[src/verilog/sync_serial_pkg.sv]
// Constants shared by the synchronous serial port: register map and fields.
package sync_serial_pkg;

  // ----------------------------------------------------------------------
  // Data and level widths
  // ----------------------------------------------------------------------
  localparam int          WORD_W = 16;
  localparam int          LVL_W  = 4;

  // ----------------------------------------------------------------------
  // Register byte offsets
  // ----------------------------------------------------------------------
  localparam logic [7:0]  OFS_CTRL   = 8'h00;
  localparam logic [7:0]  OFS_WMARK  = 8'h04;
  localparam logic [7:0]  OFS_STATUS = 8'h08;
  localparam logic [7:0]  OFS_TXDATA = 8'h0C;
  localparam logic [7:0]  OFS_RXDATA = 8'h10;

  // ----------------------------------------------------------------------
  // Control register fields
  // ----------------------------------------------------------------------
  localparam int          B_PORT_EN    = 0;
  localparam int          B_TX_EN      = 1;
  localparam int          B_RX_EN      = 2;
  localparam int          B_TX_FIFO_EN = 3;
  localparam int          B_RX_FIFO_EN = 4;
  localparam int          B_TX_IRQ_EN  = 5;
  localparam int          B_RX_IRQ_EN  = 6;
  localparam int          B_WL_LO      = 8;
  localparam int          B_SLOTS_LO   = 12;
  localparam logic [31:0] CTRL_MASK    = 32'h0001_F37F;
  localparam logic [31:0] CTRL_RESET   = 32'h0000_0000;

  // ----------------------------------------------------------------------
  // Watermark register fields
  // ----------------------------------------------------------------------
  localparam int          B_TX_WM_LO  = 0;
  localparam int          B_RX_WM_LO  = 8;
  localparam logic [31:0] WMARK_MASK  = 32'h0000_0F0F;
  localparam logic [31:0] WMARK_RESET = 32'h0000_0404;

  // ----------------------------------------------------------------------
  // Status register fields
  // ----------------------------------------------------------------------
  localparam int          B_TX_EMPTY   = 0;
  localparam int          B_TX_FEMPTY  = 1;
  localparam int          B_TX_UNDER   = 2;
  localparam int          B_RX_READY   = 3;
  localparam int          B_RX_FFULL   = 4;
  localparam int          B_RX_OVER    = 5;
  localparam int          B_TX_LVL_LO  = 8;
  localparam int          B_RX_LVL_LO  = 12;

  // Word length code to bit count.
  function automatic logic [4:0] wl_bits(input logic [1:0] code);
    unique case (code)
      2'h0: wl_bits = 5'h08;
      2'h1: wl_bits = 5'h0A;
      2'h2: wl_bits = 5'h0C;
      2'h3: wl_bits = 5'h10;
    endcase
  endfunction : wl_bits

endpackage : sync_serial_pkg

[src/verilog/sync_serial_port.sv]
// Normal-mode synchronous serial port with AHB-Lite register access.
//
// How it works
// - Transmit interrupt follows empty flag, or FIFO empty flag in FIFO mode, when enabled.
// - Shift transmit register on transmit clock rise.
// - Release data output after word length bits.
// - Drive data output only while sending.
// - Flag under-run when no fresh word at sync once transmitter running.
// - Reception starts only at next frame sync.
// - Receive FIFO level compared with watermark.
// - Receive frame starts at frame sync edge.
// - Shift receive bit on receive clock fall.
// - Move full word into receive data store.
// - Load happens mid final bit, not end.
// - Set ready flag or FIFO full flag.
// - Receive interrupt follows ready flag, or FIFO full flag in FIFO mode, when enabled.
// - Flag over-run when receive store full.
// - Each direction rearms on next frame sync.
// - Transmitter starts at sync once data loaded.
// - Set empty flag when word moves out.
// - Only first slot carries data.
`timescale 1ns/100ps

module sync_serial_port #(
  parameter int TX_DEPTH = 8,
  parameter int RX_DEPTH = 8
) (
  // Clock and reset
  input  wire logic        hclk,
  input  wire logic        hresetn,
  // AHB-Lite slave
  input  wire logic        hsel,
  input  wire logic [31:0] haddr,
  input  wire logic [1:0]  htrans,
  input  wire logic        hwrite,
  input  wire logic [2:0]  hsize,
  input  wire logic [31:0] hwdata,
  input  wire logic        hready,
  output logic             hreadyout,
  output logic             hresp,
  output logic [31:0]      hrdata,
  // Serial link
  input  wire logic        tx_bit_clock,
  input  wire logic        tx_frame_sync,
  output logic             tx_serial_out,
  output logic             tx_serial_oe_n,
  input  wire logic        rx_bit_clock,
  input  wire logic        rx_frame_sync,
  input  wire logic        rx_serial_in,
  // Interrupt requests
  output logic             tx_irq,
  output logic             rx_irq
);
  import sync_serial_pkg::*;

  // ----------------------------------------------------------------------
  // State
  // ----------------------------------------------------------------------
  typedef struct packed {
    logic [2:0]                        tclk_s;
    logic [2:0]                        tfs_s;
    logic [2:0]                        rclk_s;
    logic [2:0]                        rfs_s;
    logic [1:0]                        rdin_s;
    logic [31:0]                       ctrl;
    logic [31:0]                       wmark;
    logic [TX_DEPTH-1:0][WORD_W-1:0]   tx_mem;
    logic [LVL_W-1:0]                  tx_lvl;
    logic [RX_DEPTH-1:0][WORD_W-1:0]   rx_mem;
    logic [LVL_W-1:0]                  rx_lvl;
    logic                              tx_under;
    logic                              rx_over;
    logic                              tx_run;
    logic                              tx_act;
    logic [4:0]                        tx_cnt;
    logic [WORD_W-1:0]                 tx_sr;
    logic [WORD_W-1:0]                 tx_last;
    logic                              rx_act;
    logic [4:0]                        rx_cnt;
    logic [WORD_W-1:0]                 rx_sr;
    logic                              dp_wr;
    logic                              dp_rd;
    logic [7:0]                        dp_addr;
    logic [31:0]                       rdata;
  } state_t;

  state_t q;
  state_t d;

  // ----------------------------------------------------------------------
  // Decoded controls and edges
  // ----------------------------------------------------------------------
  logic             port_en;
  logic             tx_fifo_en;
  logic             rx_fifo_en;
  logic [4:0]       wl;
  logic [LVL_W-1:0] tx_cap;
  logic [LVL_W-1:0] rx_cap;
  logic [LVL_W-1:0] tx_wm;
  logic [LVL_W-1:0] rx_wm;
  logic             tx_rise;
  logic             tfs_edge;
  logic             rx_fall;
  logic             rfs_edge;
  logic             tx_data_empty_flag;
  logic             tx_fifo_empty_flag;
  logic             rx_data_ready_flag;
  logic             rx_fifo_full_flag;
  logic             accept;
  logic             set_under;
  logic             set_over;
  logic             clr_under;
  logic             clr_over;
  logic [WORD_W-1:0] rx_word;
  logic [WORD_W-1:0] tx_word;

  assign port_en    = q.ctrl[B_PORT_EN];
  assign tx_fifo_en = q.ctrl[B_TX_FIFO_EN];
  assign rx_fifo_en = q.ctrl[B_RX_FIFO_EN];
  assign wl         = wl_bits(q.ctrl[B_WL_LO +: 2]);
  assign tx_cap     = tx_fifo_en ? LVL_W'(TX_DEPTH) : LVL_W'(1);
  assign rx_cap     = rx_fifo_en ? LVL_W'(RX_DEPTH) : LVL_W'(1);
  assign tx_wm      = q.wmark[B_TX_WM_LO +: LVL_W];
  assign rx_wm      = q.wmark[B_RX_WM_LO +: LVL_W];
  assign tx_rise    = q.tclk_s[1] & ~q.tclk_s[2];
  assign tfs_edge   = q.tfs_s[1] & ~q.tfs_s[2];
  assign rx_fall    = ~q.rclk_s[1] & q.rclk_s[2];
  assign rfs_edge   = q.rfs_s[1] & ~q.rfs_s[2];
  assign rx_word    = {q.rx_sr[WORD_W-2:0], q.rdin_s[1]};
  assign tx_word    = (q.tx_lvl == '0) ? q.tx_last : q.tx_mem[0];
  assign accept     = hsel & hready & htrans[1];

  // Flags are levels of the stores, so they set as a word moves.
  assign tx_data_empty_flag = (q.tx_lvl == '0);
  assign tx_fifo_empty_flag = (q.tx_lvl < tx_wm);
  assign rx_data_ready_flag = (q.rx_lvl != '0);
  assign rx_fifo_full_flag  = (q.rx_lvl > rx_wm);

  // ----------------------------------------------------------------------
  // Next state
  // ----------------------------------------------------------------------
  always_comb begin
    d         = q;
    set_under = 1'b0;
    set_over  = 1'b0;
    clr_under = 1'b0;
    clr_over  = 1'b0;
    d.tclk_s  = {q.tclk_s[1:0], tx_bit_clock};
    d.tfs_s   = {q.tfs_s[1:0], tx_frame_sync};
    d.rclk_s  = {q.rclk_s[1:0], rx_bit_clock};
    d.rfs_s   = {q.rfs_s[1:0], rx_frame_sync};
    d.rdin_s  = {q.rdin_s[0], rx_serial_in};

    // Transmitter.
    if (!port_en || !q.ctrl[B_TX_EN]) begin
      d.tx_run = 1'b0;
    end
    if (tx_rise && q.tx_act) begin
      if (q.tx_cnt == wl) begin
        d.tx_act = 1'b0;
      end else begin
        d.tx_sr  = {q.tx_sr[WORD_W-2:0], 1'b0};
        d.tx_cnt = q.tx_cnt + 5'h01;
      end
    end
    // A sync inside a word is ignored; frame length is the far end's.
    if (tfs_edge && !q.tx_act && port_en && q.ctrl[B_TX_EN]) begin
      if (q.tx_run || q.tx_lvl != '0) begin
        d.tx_run = 1'b1;
        d.tx_act = 1'b1;
        d.tx_cnt = 5'h01;
        d.tx_sr  = tx_word << (5'(WORD_W) - wl);
        if (q.tx_lvl == '0) begin
          set_under = 1'b1;
        end else begin
          d.tx_last = q.tx_mem[0];
          for (int i = 0; i < TX_DEPTH - 1; i++) begin
            d.tx_mem[i] = q.tx_mem[i+1];
          end
          d.tx_lvl = q.tx_lvl - LVL_W'(1);
        end
      end
    end

    // Receiver.
    if (rx_fall && q.rx_act) begin
      d.rx_sr  = rx_word;
      d.rx_cnt = q.rx_cnt + 5'h01;
      // The store loads on the edge that samples the last bit.
      if (q.rx_cnt + 5'h01 == wl) begin
        d.rx_act = 1'b0;
        if (q.rx_lvl < rx_cap) begin
          d.rx_mem[q.rx_lvl] = rx_word;
          d.rx_lvl = q.rx_lvl + LVL_W'(1);
        end else begin
          set_over = 1'b1;
        end
      end
    end
    if (rfs_edge && !q.rx_act && port_en && q.ctrl[B_RX_EN]) begin
      d.rx_act = 1'b1;
      d.rx_cnt = 5'h00;
      d.rx_sr  = '0;
    end

    // Bus data phase of a write.
    if (q.dp_wr) begin
      unique case (q.dp_addr)
        OFS_CTRL:   d.ctrl  = hwdata & CTRL_MASK;
        OFS_WMARK:  d.wmark = hwdata & WMARK_MASK;
        OFS_STATUS: begin
          clr_under = hwdata[B_TX_UNDER];
          clr_over  = hwdata[B_RX_OVER];
        end
        OFS_TXDATA: begin
          if (d.tx_lvl < tx_cap) begin
            d.tx_mem[d.tx_lvl] = hwdata[WORD_W-1:0];
            d.tx_lvl = d.tx_lvl + LVL_W'(1);
          end else if (!tx_fifo_en) begin
            d.tx_mem[0] = hwdata[WORD_W-1:0];
          end
        end
        default: ;
      endcase
    end

    // Bus data phase of a read, one wait state.
    if (q.dp_rd) begin
      d.rdata = 32'h0000_0000;
      unique case (q.dp_addr)
        OFS_CTRL:   d.rdata = q.ctrl;
        OFS_WMARK:  d.rdata = q.wmark;
        OFS_STATUS: begin
          d.rdata[B_TX_EMPTY]             = tx_data_empty_flag;
          d.rdata[B_TX_FEMPTY]            = tx_fifo_empty_flag;
          d.rdata[B_TX_UNDER]             = q.tx_under;
          d.rdata[B_RX_READY]             = rx_data_ready_flag;
          d.rdata[B_RX_FFULL]             = rx_fifo_full_flag;
          d.rdata[B_RX_OVER]              = q.rx_over;
          d.rdata[B_TX_LVL_LO +: LVL_W]   = q.tx_lvl;
          d.rdata[B_RX_LVL_LO +: LVL_W]   = q.rx_lvl;
        end
        OFS_RXDATA: begin
          if (d.rx_lvl != '0) begin
            d.rdata[WORD_W-1:0] = d.rx_mem[0];
            for (int i = 0; i < RX_DEPTH - 1; i++) begin
              d.rx_mem[i] = d.rx_mem[i+1];
            end
            d.rx_lvl = d.rx_lvl - LVL_W'(1);
          end
        end
        default: ;
      endcase
    end

    // Bus address phase.
    d.dp_wr   = accept & hwrite;
    d.dp_rd   = accept & ~hwrite;
    d.dp_addr = haddr[7:0];

    // A new error wins over a clear in the same cycle.
    d.tx_under = (q.tx_under & ~clr_under) | set_under;
    d.rx_over  = (q.rx_over & ~clr_over) | set_over;
  end

  always_ff @(posedge hclk or negedge hresetn) begin
    if (!hresetn) begin
      q       <= '0;
      q.ctrl  <= CTRL_RESET;
      q.wmark <= WMARK_RESET;
    end else begin
      q <= d;
    end
  end

  // ----------------------------------------------------------------------
  // Outputs
  // ----------------------------------------------------------------------
  assign hreadyout      = ~q.dp_rd;
  assign hresp          = 1'b0;
  assign hrdata         = q.rdata;
  assign tx_serial_out  = q.tx_act & q.tx_sr[WORD_W-1];
  assign tx_serial_oe_n = ~q.tx_act;
  assign tx_irq = q.ctrl[B_TX_IRQ_EN] &
                  (tx_fifo_en ? tx_fifo_empty_flag : tx_data_empty_flag);
  assign rx_irq = q.ctrl[B_RX_IRQ_EN] &
                  (rx_fifo_en ? rx_fifo_full_flag : rx_data_ready_flag);
endmodule : sync_serial_port

[config.mk]
export PLATFORM = sky130hd
export DESIGN_NAME = sync_serial_port
export DESIGN_NICKNAME = d
export VERILOG_FILES = /design/src/verilog/sync_serial_pkg.sv /design/src/verilog/sync_serial_port.sv
export SDC_FILE = /design/constraint.sdc
export NUM_CORES = 1
export LEC_CHECK = 0
export BUFFER_PORTS_ARGS = -buffer_cell sky130_fd_sc_hd__buf_4
export CORE_MARGIN = 4
export CORE_UTILIZATION = 50
export CTS_BUF_LIST = sky130_fd_sc_hd__clkbuf_16
export DETAILED_ROUTE_END_ITERATION = 8
export PLACE_DENSITY = 0.68
export SETUP_SLACK_MARGIN = 0.15
export SYNTH_ARGS = -nofsm -noshare
export SYNTH_HDL_FRONTEND = slang
export SYNTH_SLANG_ARGS = --single-unit
[constraint.sdc]
create_clock -name hclk -period 6.32 [get_ports hclk]
set_input_delay 0.632 -clock hclk [delete_from_list [all_inputs] [get_ports hclk]]
set_output_delay 0.632 -clock hclk [all_outputs]
set_load 0.02 [all_outputs]
# Word-level counts from Yosys, hierarchy flattened
# Index checks and enable logic that the tools add are counted.
[word_totals]
regBits = 404
inputBits = 79
elab_cells = 168
[classes]
add_sub_neg = 7
magnitude_cmp = 8
eq_ne = 9
n_shift = 1
mux = 51
bitwise_logic = 24
reduce_logical = 29
[ops]
columns = ["cell", "n"]
rows = [
  ["2-to-1 mux 116 bit", 8],
  ["2-to-1 mux 132 bit", 3],
  ["bitwise mux 128 bit", 2],
  ["demux 16 bit (select 3 bit)", 2],
  ["2-to-1 mux 16 bit", 6],
  ["2-to-1 mux 96 bit", 1],
  ["2-to-1 mux 39 bit", 2],
  ["2-to-1 mux 22 bit", 3],
  ["one-hot mux 8 bit (4 select lines)", 1],
  ["one-hot mux 6 bit (4 select lines)", 1],
  ["2-to-1 mux 21 bit", 1],
  ["one-hot mux 5 bit (4 select lines)", 1],
  ["== test 8 x 4 -> 1 bit, second input constant", 2],
  ["2-to-1 mux 1 bit", 16],
  ["left shift 16 x 5 -> 16 bit", 1],
  ["AND 1 bit", 13],
  ["less-than comparator 4 bit", 3],
  ["2-to-1 mux 4 bit", 3],
  ["nonzero test 4 bit", 3],
  ["adder 5 x 1 -> 5 bit, second input constant", 2],
  ["== test 5 bit", 2],
  ["logical AND 1 bit", 10],
  ["inverter 1 bit", 9],
  ["adder 4 x 1 -> 4 bit, second input constant", 2],
  ["other kinds (19)", 32],
]

# Longest topological paths before layout
# Gate-level depths: netlist of the first run.
[logic_depth]
word_depth = 14
depth_mapped = 18
depth_no_buf = 13

# Worst setup path before layout of the first run
# No wires, ideal clock.
[synth_path]
path_type = "register to register"
from = "register q[237] (netlist name)"
to = "register q[249] (netlist name)"
arrival_time_ns = 3.733
required_ns = 6.193
setup_slack_ns = 2.460
path_stages_with_launch = 19
n_path_buf = 7
cell_sequence = "dfrtp_1 -> clkbuf_1 -> inv_1 -> ha_1 -> buf_2 -> nor3b_1 -> clkbuf_1 -> buf_1 -> nor3_1 -> a21oi_1 -> inv_1 -> ha_1 -> inv_1 -> a21o_1 -> buf_2 -> a2111o_1 -> buf_2 -> buf_6 -> mux2_1"
[synth_rtl]
columns = ["element", "line_no", "source"]
rows = [
  ["start: declaration", "sync_serial_port.sv:87", "state_t q;"],
]

==> metrics.txt, run 1 <==
Post-Synthesis Cells 1,730; TritonCTS clock tree built; RD Place Congestion 0.854; Synth Area in XOR/XNOR between 1 and 1.5%; synth warn 0; R2R Path End q[119]; CP max FO 33; Primary FF master, synth dfrtp_1; R2R Setup Slk 1610 ps; num ports 117; IR drop worst, VDD between 200 and 250 uV; post-synth cell types just over 80; Final Cycle Share 74.5%; Buffers on Ports 57; FF+latch count, synth 389; Inst Count DP 2,170; Hold Path Class in2async; Leak 9.65 nW; Root Driver clkbuf_16; Core Area 0.0380 sq mm; MaxCap Viol Count 0; Longest Clk Path Bufs 3; Cell Area, Synth approximately 0.02 sq mm; clock transition at the registers of the reported paths roughly 60 ps; final WL 48,400 microns; Clock Sinks 389; Crit. Startpoint q[410]; Setup TNS Final 0 ps; vias per cell 6.01; post-synth top area cell dfrtp_1; Inserted Diodes 0; pin count of the biggest net entering global routing 157; relative slew slack 11.1%; DRC 0; Vias 13,500; area share of fa/ha/maj cells after synthesis under 10%; PwrDens between 300 and 400 mW/mm^2; GRT overflow 0; min cycle time layout 4710 ps; R2R depth 15; WS Path Type reg2reg; Post-Synth Simple-Gate Area 11.1%; Slew Limit Fails 0; Clock Skew approximately 36 ps; setup violators final 0; Post-CTS Setup Bufs 0; hold_buf cts 0; Starting Density between 50% and 60%; critical path cell sequence inv_1 > ha_1 > xnor2_1 > and3_1 > o2111a_1 > buf_4 > nor2_1 > a21oi_1 > ha_1 > and3_1 > nor2_1 > mux2i_4 > buf_4 > nor3_1 > a211oi_1; Post-CTS Resized 0; H-Tree Depth 2; asr flop ratio synth 100%; Worst Max-Slew Pin Slew 1310 ps; Skew-Pair Late Insertion Delay 580 ps; Critical Path Source Type flip-flop; first-pass GRT wire length ~77,000 microns; FMAX between 0.2 and 0.25 GHz; Final nets about 1,800; CP Data Required Time about 6800 ps; post-synthesis average cell area 11.2 sq um; Total GRT Usage a little under a quarter; Largest stage delay, worst path about 610 ps; mux share of post-synthesis cell area between 10% and 20%; Post-synth EDFFs 0; post-synth top area share 49.8%; post-route non-filler standard cell count 2,247; sequential share of the synthesized area ~50%; row count 71; Hold Fails Final Rpt 0; Antenna Nets Post-Route 0; ranking of synthesized cells by area dfrtp_1, mux2_2, mux2i_1; Synth-to-Final Area Change 10.2%; WP data arrival 5170 ps; iteration count of the initial detailed-routing pass 5; Die Wd approximately 200 microns; wire per inst 21.5 microns; die span in y 205 microns; die footprint 0.0421 sq mm; Crit-path slowest cell ha_1; critical path endpoint category flip-flop; antenna violations before repair 0; RSZ-0062 raised after global routing no; share of layout cells above drive strength 1 26.3%; Compound-Gate Fraction of Synth Area 11.8%; vias in the first global route roughly 14,000; RR Startpoint q[410]; post-detail-place hpwl 31,300 microns; largest family of logic cells by synthesized area multiplexers; CTS buffer count 44; initial drt markers between 1,000 and 1,500; outcome finished, final reports clean
routing by layer:
layer	global-route usage (%)	vias to the layer above	share of wire, %
met3	5.74	47	7.3
met4	6.29	0	1.8
met2	35.6	433	46
met1	33.6	6871	45
met5	0	-	0
li1	-	6144	-
logic make-up after synthesis:
kind of cell	count (synthesis)
mux	331
flops	389
other cells	1
xor+xnor	24
simple gates	435
buf+inv	212
fa+ha+maj	23
compound gates	315
stage by stage:
stage | area (sq um) | total power, mW | hold WS (ps) | util [%] | setup slack [ps]
after floorplan | 19500 | 5.05 | 331 | - | 2460
after global placement | 20100 | 5.50 | 334 | 52.8 | 1800
after detailed placement | 20100 | 5.61 | 341 | 52.8 | 1710
after CTS | 21400 | 8.05 | 124 | 56.3 | 1700
after global routing | 21400 | 8.46 | 134 | 56.3 | 1350
final | 21400 | 8.01 | 102 | 56.3 | 1610
registers in the layout, indices dropped and copies added (netlist names):
register  cells
d             9
q           362
hrdata       17
port_en       1
critical path: cells and delay by family (launching register included):
| family | cells | cell delay [ps] |
|---|---|---|
| mux | 1 | 410 |
| buf+inv | 3 | 860 |
| flops | 1 | 490 |
| fa+ha+maj | 2 | 910 |
| simple gates | 5 | 1010 |
| compound gates | 3 | 680 |
| xor+xnor | 1 | 180 |
layout by cell type, fill, tap and decap left out, types with 5 or more instances in the layout:
cell | Yosys | routed
a21oi_2 | 1 | 5
ha_1 | 23 | 23
o22ai_2 | 10 | 10
o22ai_1 | 37 | 37
a22oi_1 | 9 | 9
mux2i_2 | 0 | 5
mux2_1 | 32 | 32
a211oi_1 | 30 | 30
xnor2_1 | 13 | 13
a2bb2oi_1 | 6 | 6
clkinv_1 | 1 | 10
nand4_1 | 8 | 8
and3_1 | 8 | 8
o221a_2 | 50 | 50
dfrtp_1 | 387 | 387
nor2_1 | 130 | 129
nand2b_1 | 43 | 43
conb_1 | 1 | 16
nand2_1 | 97 | 97
nand3_1 | 17 | 16
inv_1 | 46 | 51
a21oi_1 | 69 | 65
o21ai_0 | 47 | 46
xor2_1 | 11 | 11
clkinv_2 | 0 | 11
nor2b_1 | 5 | 5
clkbuf_16 | 0 | 46
nor3_1 | 75 | 75
mux2_2 | 209 | 209
a31oi_1 | 5 | 5
o21ai_1 | 11 | 10
buf_4 | 38 | 75
or3_1 | 15 | 15
o211ai_1 | 7 | 7
mux4_2 | 12 | 12
mux2i_1 | 78 | 71
cell type report:
type                    instances  area (sq um)
fillers                      3249         16600
repair buffers                 78           618
well taps                     511           639
clock inverters                31           209
inverters                      48           180
flip-flops and latches        389          9740
clock buffers                  46          1150
multi-input cells            1144          8890
worst max path at each step:
stage / to / slack [ps] / cells past startpoint
CTS: q[119] / 1700 / 15
global route: q[119] / 1350 / 15
detailed placement: q[119] / 1710 / 15
floorplan: q[249] / 2460 / 18
global placement: q[122] / 1800 / 15
finish: q[119] / 1610 / 15
Yosys cell counts (4+ instances only):
library cell,n
o221a_2,50
o22ai_1,37
and3_1,8
nor2_1,130
o21ai_0,47
nor4_1,5
inv_1,46
nor2b_1,5
nand3_1,17
mux4_2,12
nor3_1,75
xor2_1,11
or3_1,15
buf_2,26
buf_4,38
a22oi_1,9
mux2i_1,78
a2bb2oi_1,6
nand2_1,97
buf_1,24
dfrtp_1,387
xnor2_1,13
a211oi_1,30
o211ai_1,7
nand4_1,8
mux2_2,209
a21oi_1,69
a21o_1,4
clkbuf_2,5
o21ai_1,11
nand2b_1,43
ha_1,23
mux2_1,32
clkbuf_1,69
o22ai_2,10
a31oi_1,5
where the power goes:
group,leakage [nW],switching [mW],internal (mW)
sequential,4.99,0.469,3.05
combinational,3.96,0.995,1.07
clock,0.695,1.03,1.40
total,9.65,2.49,5.52
Note: power is estimated with default switching activity, not from simulation.
==> run 2: changes to the inputs <==
--- a/config.mk
+++ b/config.mk
@@ -5,6 +5,7 @@
 export SDC_FILE = /design/constraint.sdc
 export NUM_CORES = 1
 export LEC_CHECK = 0
+export ABC_AREA = 1
 export BUFFER_PORTS_ARGS = -buffer_cell sky130_fd_sc_hd__buf_4
 export CORE_MARGIN = 4
 export CORE_UTILIZATION = 50
==> constraint.sdc (replaced) <==
create_clock -name hclk -period 4.8 [get_ports hclk]
set_input_delay 0.48 -clock hclk [delete_from_list [all_inputs] [get_ports hclk]]
set_output_delay 0.48 -clock hclk [all_outputs]
set_load 0.02 [all_outputs]
==> run 2 against run 1 <==
Effect of this change:
- wire length decreased by 0.85%
- critical endpoint is now q[139]
- critical path type unchanged
- critical path depth increased by 1
- core utilization decreased by 0.53 points
- register-to-register slack got worse by 480 ps
==> metrics.txt, run 2 <==
length of routed met3 wiring 3040 microns (-14%); Hold Fails Final Rpt 0 (unchanged); Inst Count DP 3,020 (+39%); IR drop worst, VDD 259 uV (+6.5%); top-count cell post-synth nand2_1; vias in the first global route 15,200 (+11%); row count 72 (+1.4%); pin count of the biggest net entering global routing 115 (-27%); FMAX 0.273 GHz (+28%); Core Area 0.0387 sq mm (+1.9%); H-Tree Depth 2 (unchanged); die span in y 206 microns (+0.50%); clock transition at the registers of the reported paths 60 ps (about the same); worst setup margin 1130 ps (-481 ps); iteration count of the initial detailed-routing pass 5 (unchanged); asr flop ratio synth 100% (unchanged); Post-Synthesis Cells 2,574 (+49%); vias per cell 5.27 (-12%); outcome finished, final reports clean; post-route cell area 0.0216 sq mm (+0.92%); FF+latch count, synth 389 (unchanged); MaxCap Viol Count 0 (unchanged); antenna violations before repair 0 (unchanged); post-synth top area share 49.3% (-0.52 points); min cycle time layout 3670 ps (-1040 ps); Primary FF master, synth dfrtp_1; CP max FO 75 (+130%); synth warn 0 (unchanged); Post-CTS Resized 0 (unchanged); post-synth cell types 56 (-32%); Top Metal Used met4; RD Place Congestion 0.869 (+1.7%); Filler cells 3,588 (+10%); Clock Sinks 389 (unchanged); DRC 0 (unchanged); Vias 16,400 (+21%); Cell Area, Synth 0.0197 sq mm (+1.1%); CP bufs+invs 4 (+1); WS Path Type reg2reg; Inserted Diodes 0 (unchanged); Skew-Pair Late Insertion Delay 590 ps (about the same); Antenna Nets Post-Route 0 (unchanged); share of layout cells above drive strength 1 7.15% (-19 points); Setup TNS Final 0 ps (unchanged); WP data arrival 4170 ps (-1000 ps); commonest non-fill, non-tap cell in the layout nand2_1; TritonCTS clock tree built; Final Cycle Share 76.4% (+1.9 points); most frequent cells in the layout nand2_1, dfrtp_1, o21ai_0, inv_1, o21ai_1; post-detail-place hpwl 30,500 microns (-2.4%); area occupied by multi-input gates 0.00836 sq mm (-5.9%); Worst Max-Slew Pin Slew 1160 ps (-149 ps); Clock Skew 34.9 ps (-0.885 ps); Slew Limit Fails 0 (unchanged); critical path cell sequence inv_1 > ha_1 > nor2_1 > nor2_1 > nand3_1 > nor2_4 > nand3_4 > xor2_1 > inv_1 > ha_1 > nand3_4 > nand2_4 > inv_4 > buf_12 > nand2_1 > nand2_1; wire per inst 15.4 microns (-28%); dpl cell area 0.0202 sq mm (+0.59%); relative slew slack 22.6% (+11 points); flip-flop and latch area 0.00974 sq mm (unchanged); CP top delay family simple AND/OR/NAND/NOR gates; ranking of synthesized cells by area dfrtp_1, nand2_1, o21ai_0; CTS buffer count 45 (+2.3%); Leak 11.1 nW (+15%); Post-synth EDFFs 0 (unchanged); Most flops, register q; CP Data Required Time 5300 ps (-1480 ps); Metal-1 WL 22,500 microns (+2.6%); pre-CTS WS 1150 ps (-563 ps); Hold Path Class in2reg; Final nets 2,664 (+47%); GRT overflow 0 (unchanged); die footprint 0.0425 sq mm (+1.0%); Total GRT Usage 23.0% (-0.32 points); Root Driver clkbuf_16; Starting Density 50.7% (-0.42 points); first-pass GRT wire length 79,800 microns (+3.0%); Synth-to-Final Area Change 10.0%; setup violators final 0 (unchanged); Die Wd 206 microns (+0.50%); wire length on met2 21,700 microns (-1.7%); sequential share of the synthesized area 49.6% (-0.52 points); PwrDens 494 mW/mm^2 (+32%); final core occ 55.8% (-0.53 points); Crit-path slowest cell ha_1; Buffers on Ports 57 (unchanged); final WL 47,900 microns (-0.85%); num ports 117 (unchanged); initial drt markers 1,402 (+33%); Largest stage delay, worst path 500 ps (-110 ps); number of flip-flops in the largest register 362 (unchanged); Critical Path Source Type flip-flop; critical path endpoint category flip-flop; RSZ-0062 raised after global routing no; Longest Clk Path Bufs 3 (unchanged); post-synth top area cell dfrtp_1; synth cell count leaders nand2_1, dfrtp_1, o21ai_0; post-synthesis average cell area 7.63 sq um (-32%); post-route non-filler standard cell count 3,107 (+38%)
[run 2: cell types whose count changed in the layout (fill, tap and decap cells not counted), sizes merged, moves of 64 or more]
cell   change
nand2    +992
o21ai    +356
mux2     -233
inv      +156
nor3      -69
nor2      -64
[run 2: cells by family after synthesis]
group | count (synthesis) | synth area share (%)
buffers and inverters | 368 | 8.23
other | 1 | 0.0191
xor gates and xnor gates | 8 | 0.395
AOI/OAI and AO/OA | 494 | 13.1
and+or+nand+nor | 1265 | 25.8
muxes | 26 | 1.38
DFF | 389 | 49.6
adders and majority gates | 23 | 1.46
[run 2: per-layer routing]
| layer | up-vias | GRT usage [%] |
|---|---|---|
| met5 | - | 0 |
| met1 | 7735 | 34.2 |
| met2 | 438 | 35.3 |
| met3 | 58 | 4.17 |
| met4 | 0 | 5.47 |
| li1 | 8150 | - |
[run 2: final timing paths]
| path | start | end | slack (ps) | cells past startpoint |
|---|---|---|---|---|
| worst min-delay path | haddr[4] | q[36] | 40 | 1 |
| worst max register to register | q[410] | q[139] | 1130 | 16 |
| worst min register to register | d[439] | d[440] | 350 | 0 |
| worst max-delay path | q[410] | q[139] | 1130 | 16 |
| min in group asynchronous | hresetn | q[90] | 520 | 2 |
| max in group asynchronous | hresetn | q[186] | 3100 | 3 |
[run 2: per-stage QoR]
step,power [mW],hold WS [ps]
after floorplan,6.76,184
final,10.7,41.1
after detailed placement,7.59,338
after CTS,10.7,6.13
after global placement,7.46,334
after global routing,11.5,16.0
[run 2: repair_timing]
action / 4_1_cts / 5_1_grt
buffers inserted: 0 / 0
setup endpoints to repair: 0 / 0
hold buffers: 13 / 0
endpoints found under the hold margin: 14 / 0
[run 2: power by group]
| group | internal, mW | switching, mW | leakage [nW] |
|---|---|---|---|
| logic | 1.08 | 2.08 | 5.70 |
| clock network | 1.75 | 1.35 | 0.680 |
| registers | 4.01 | 0.415 | 4.73 |
[run 2: layout make-up]
type	instances	area share, %
Multi-Input combinational cell	1832	38.7
Clock inverter	29	0.851
Tap cell	518	3.00
Timing Repair Buffer	91	3.69
Clock buffer	45	5.21
Sequential cell	389	45.0
Inverter	203	3.55
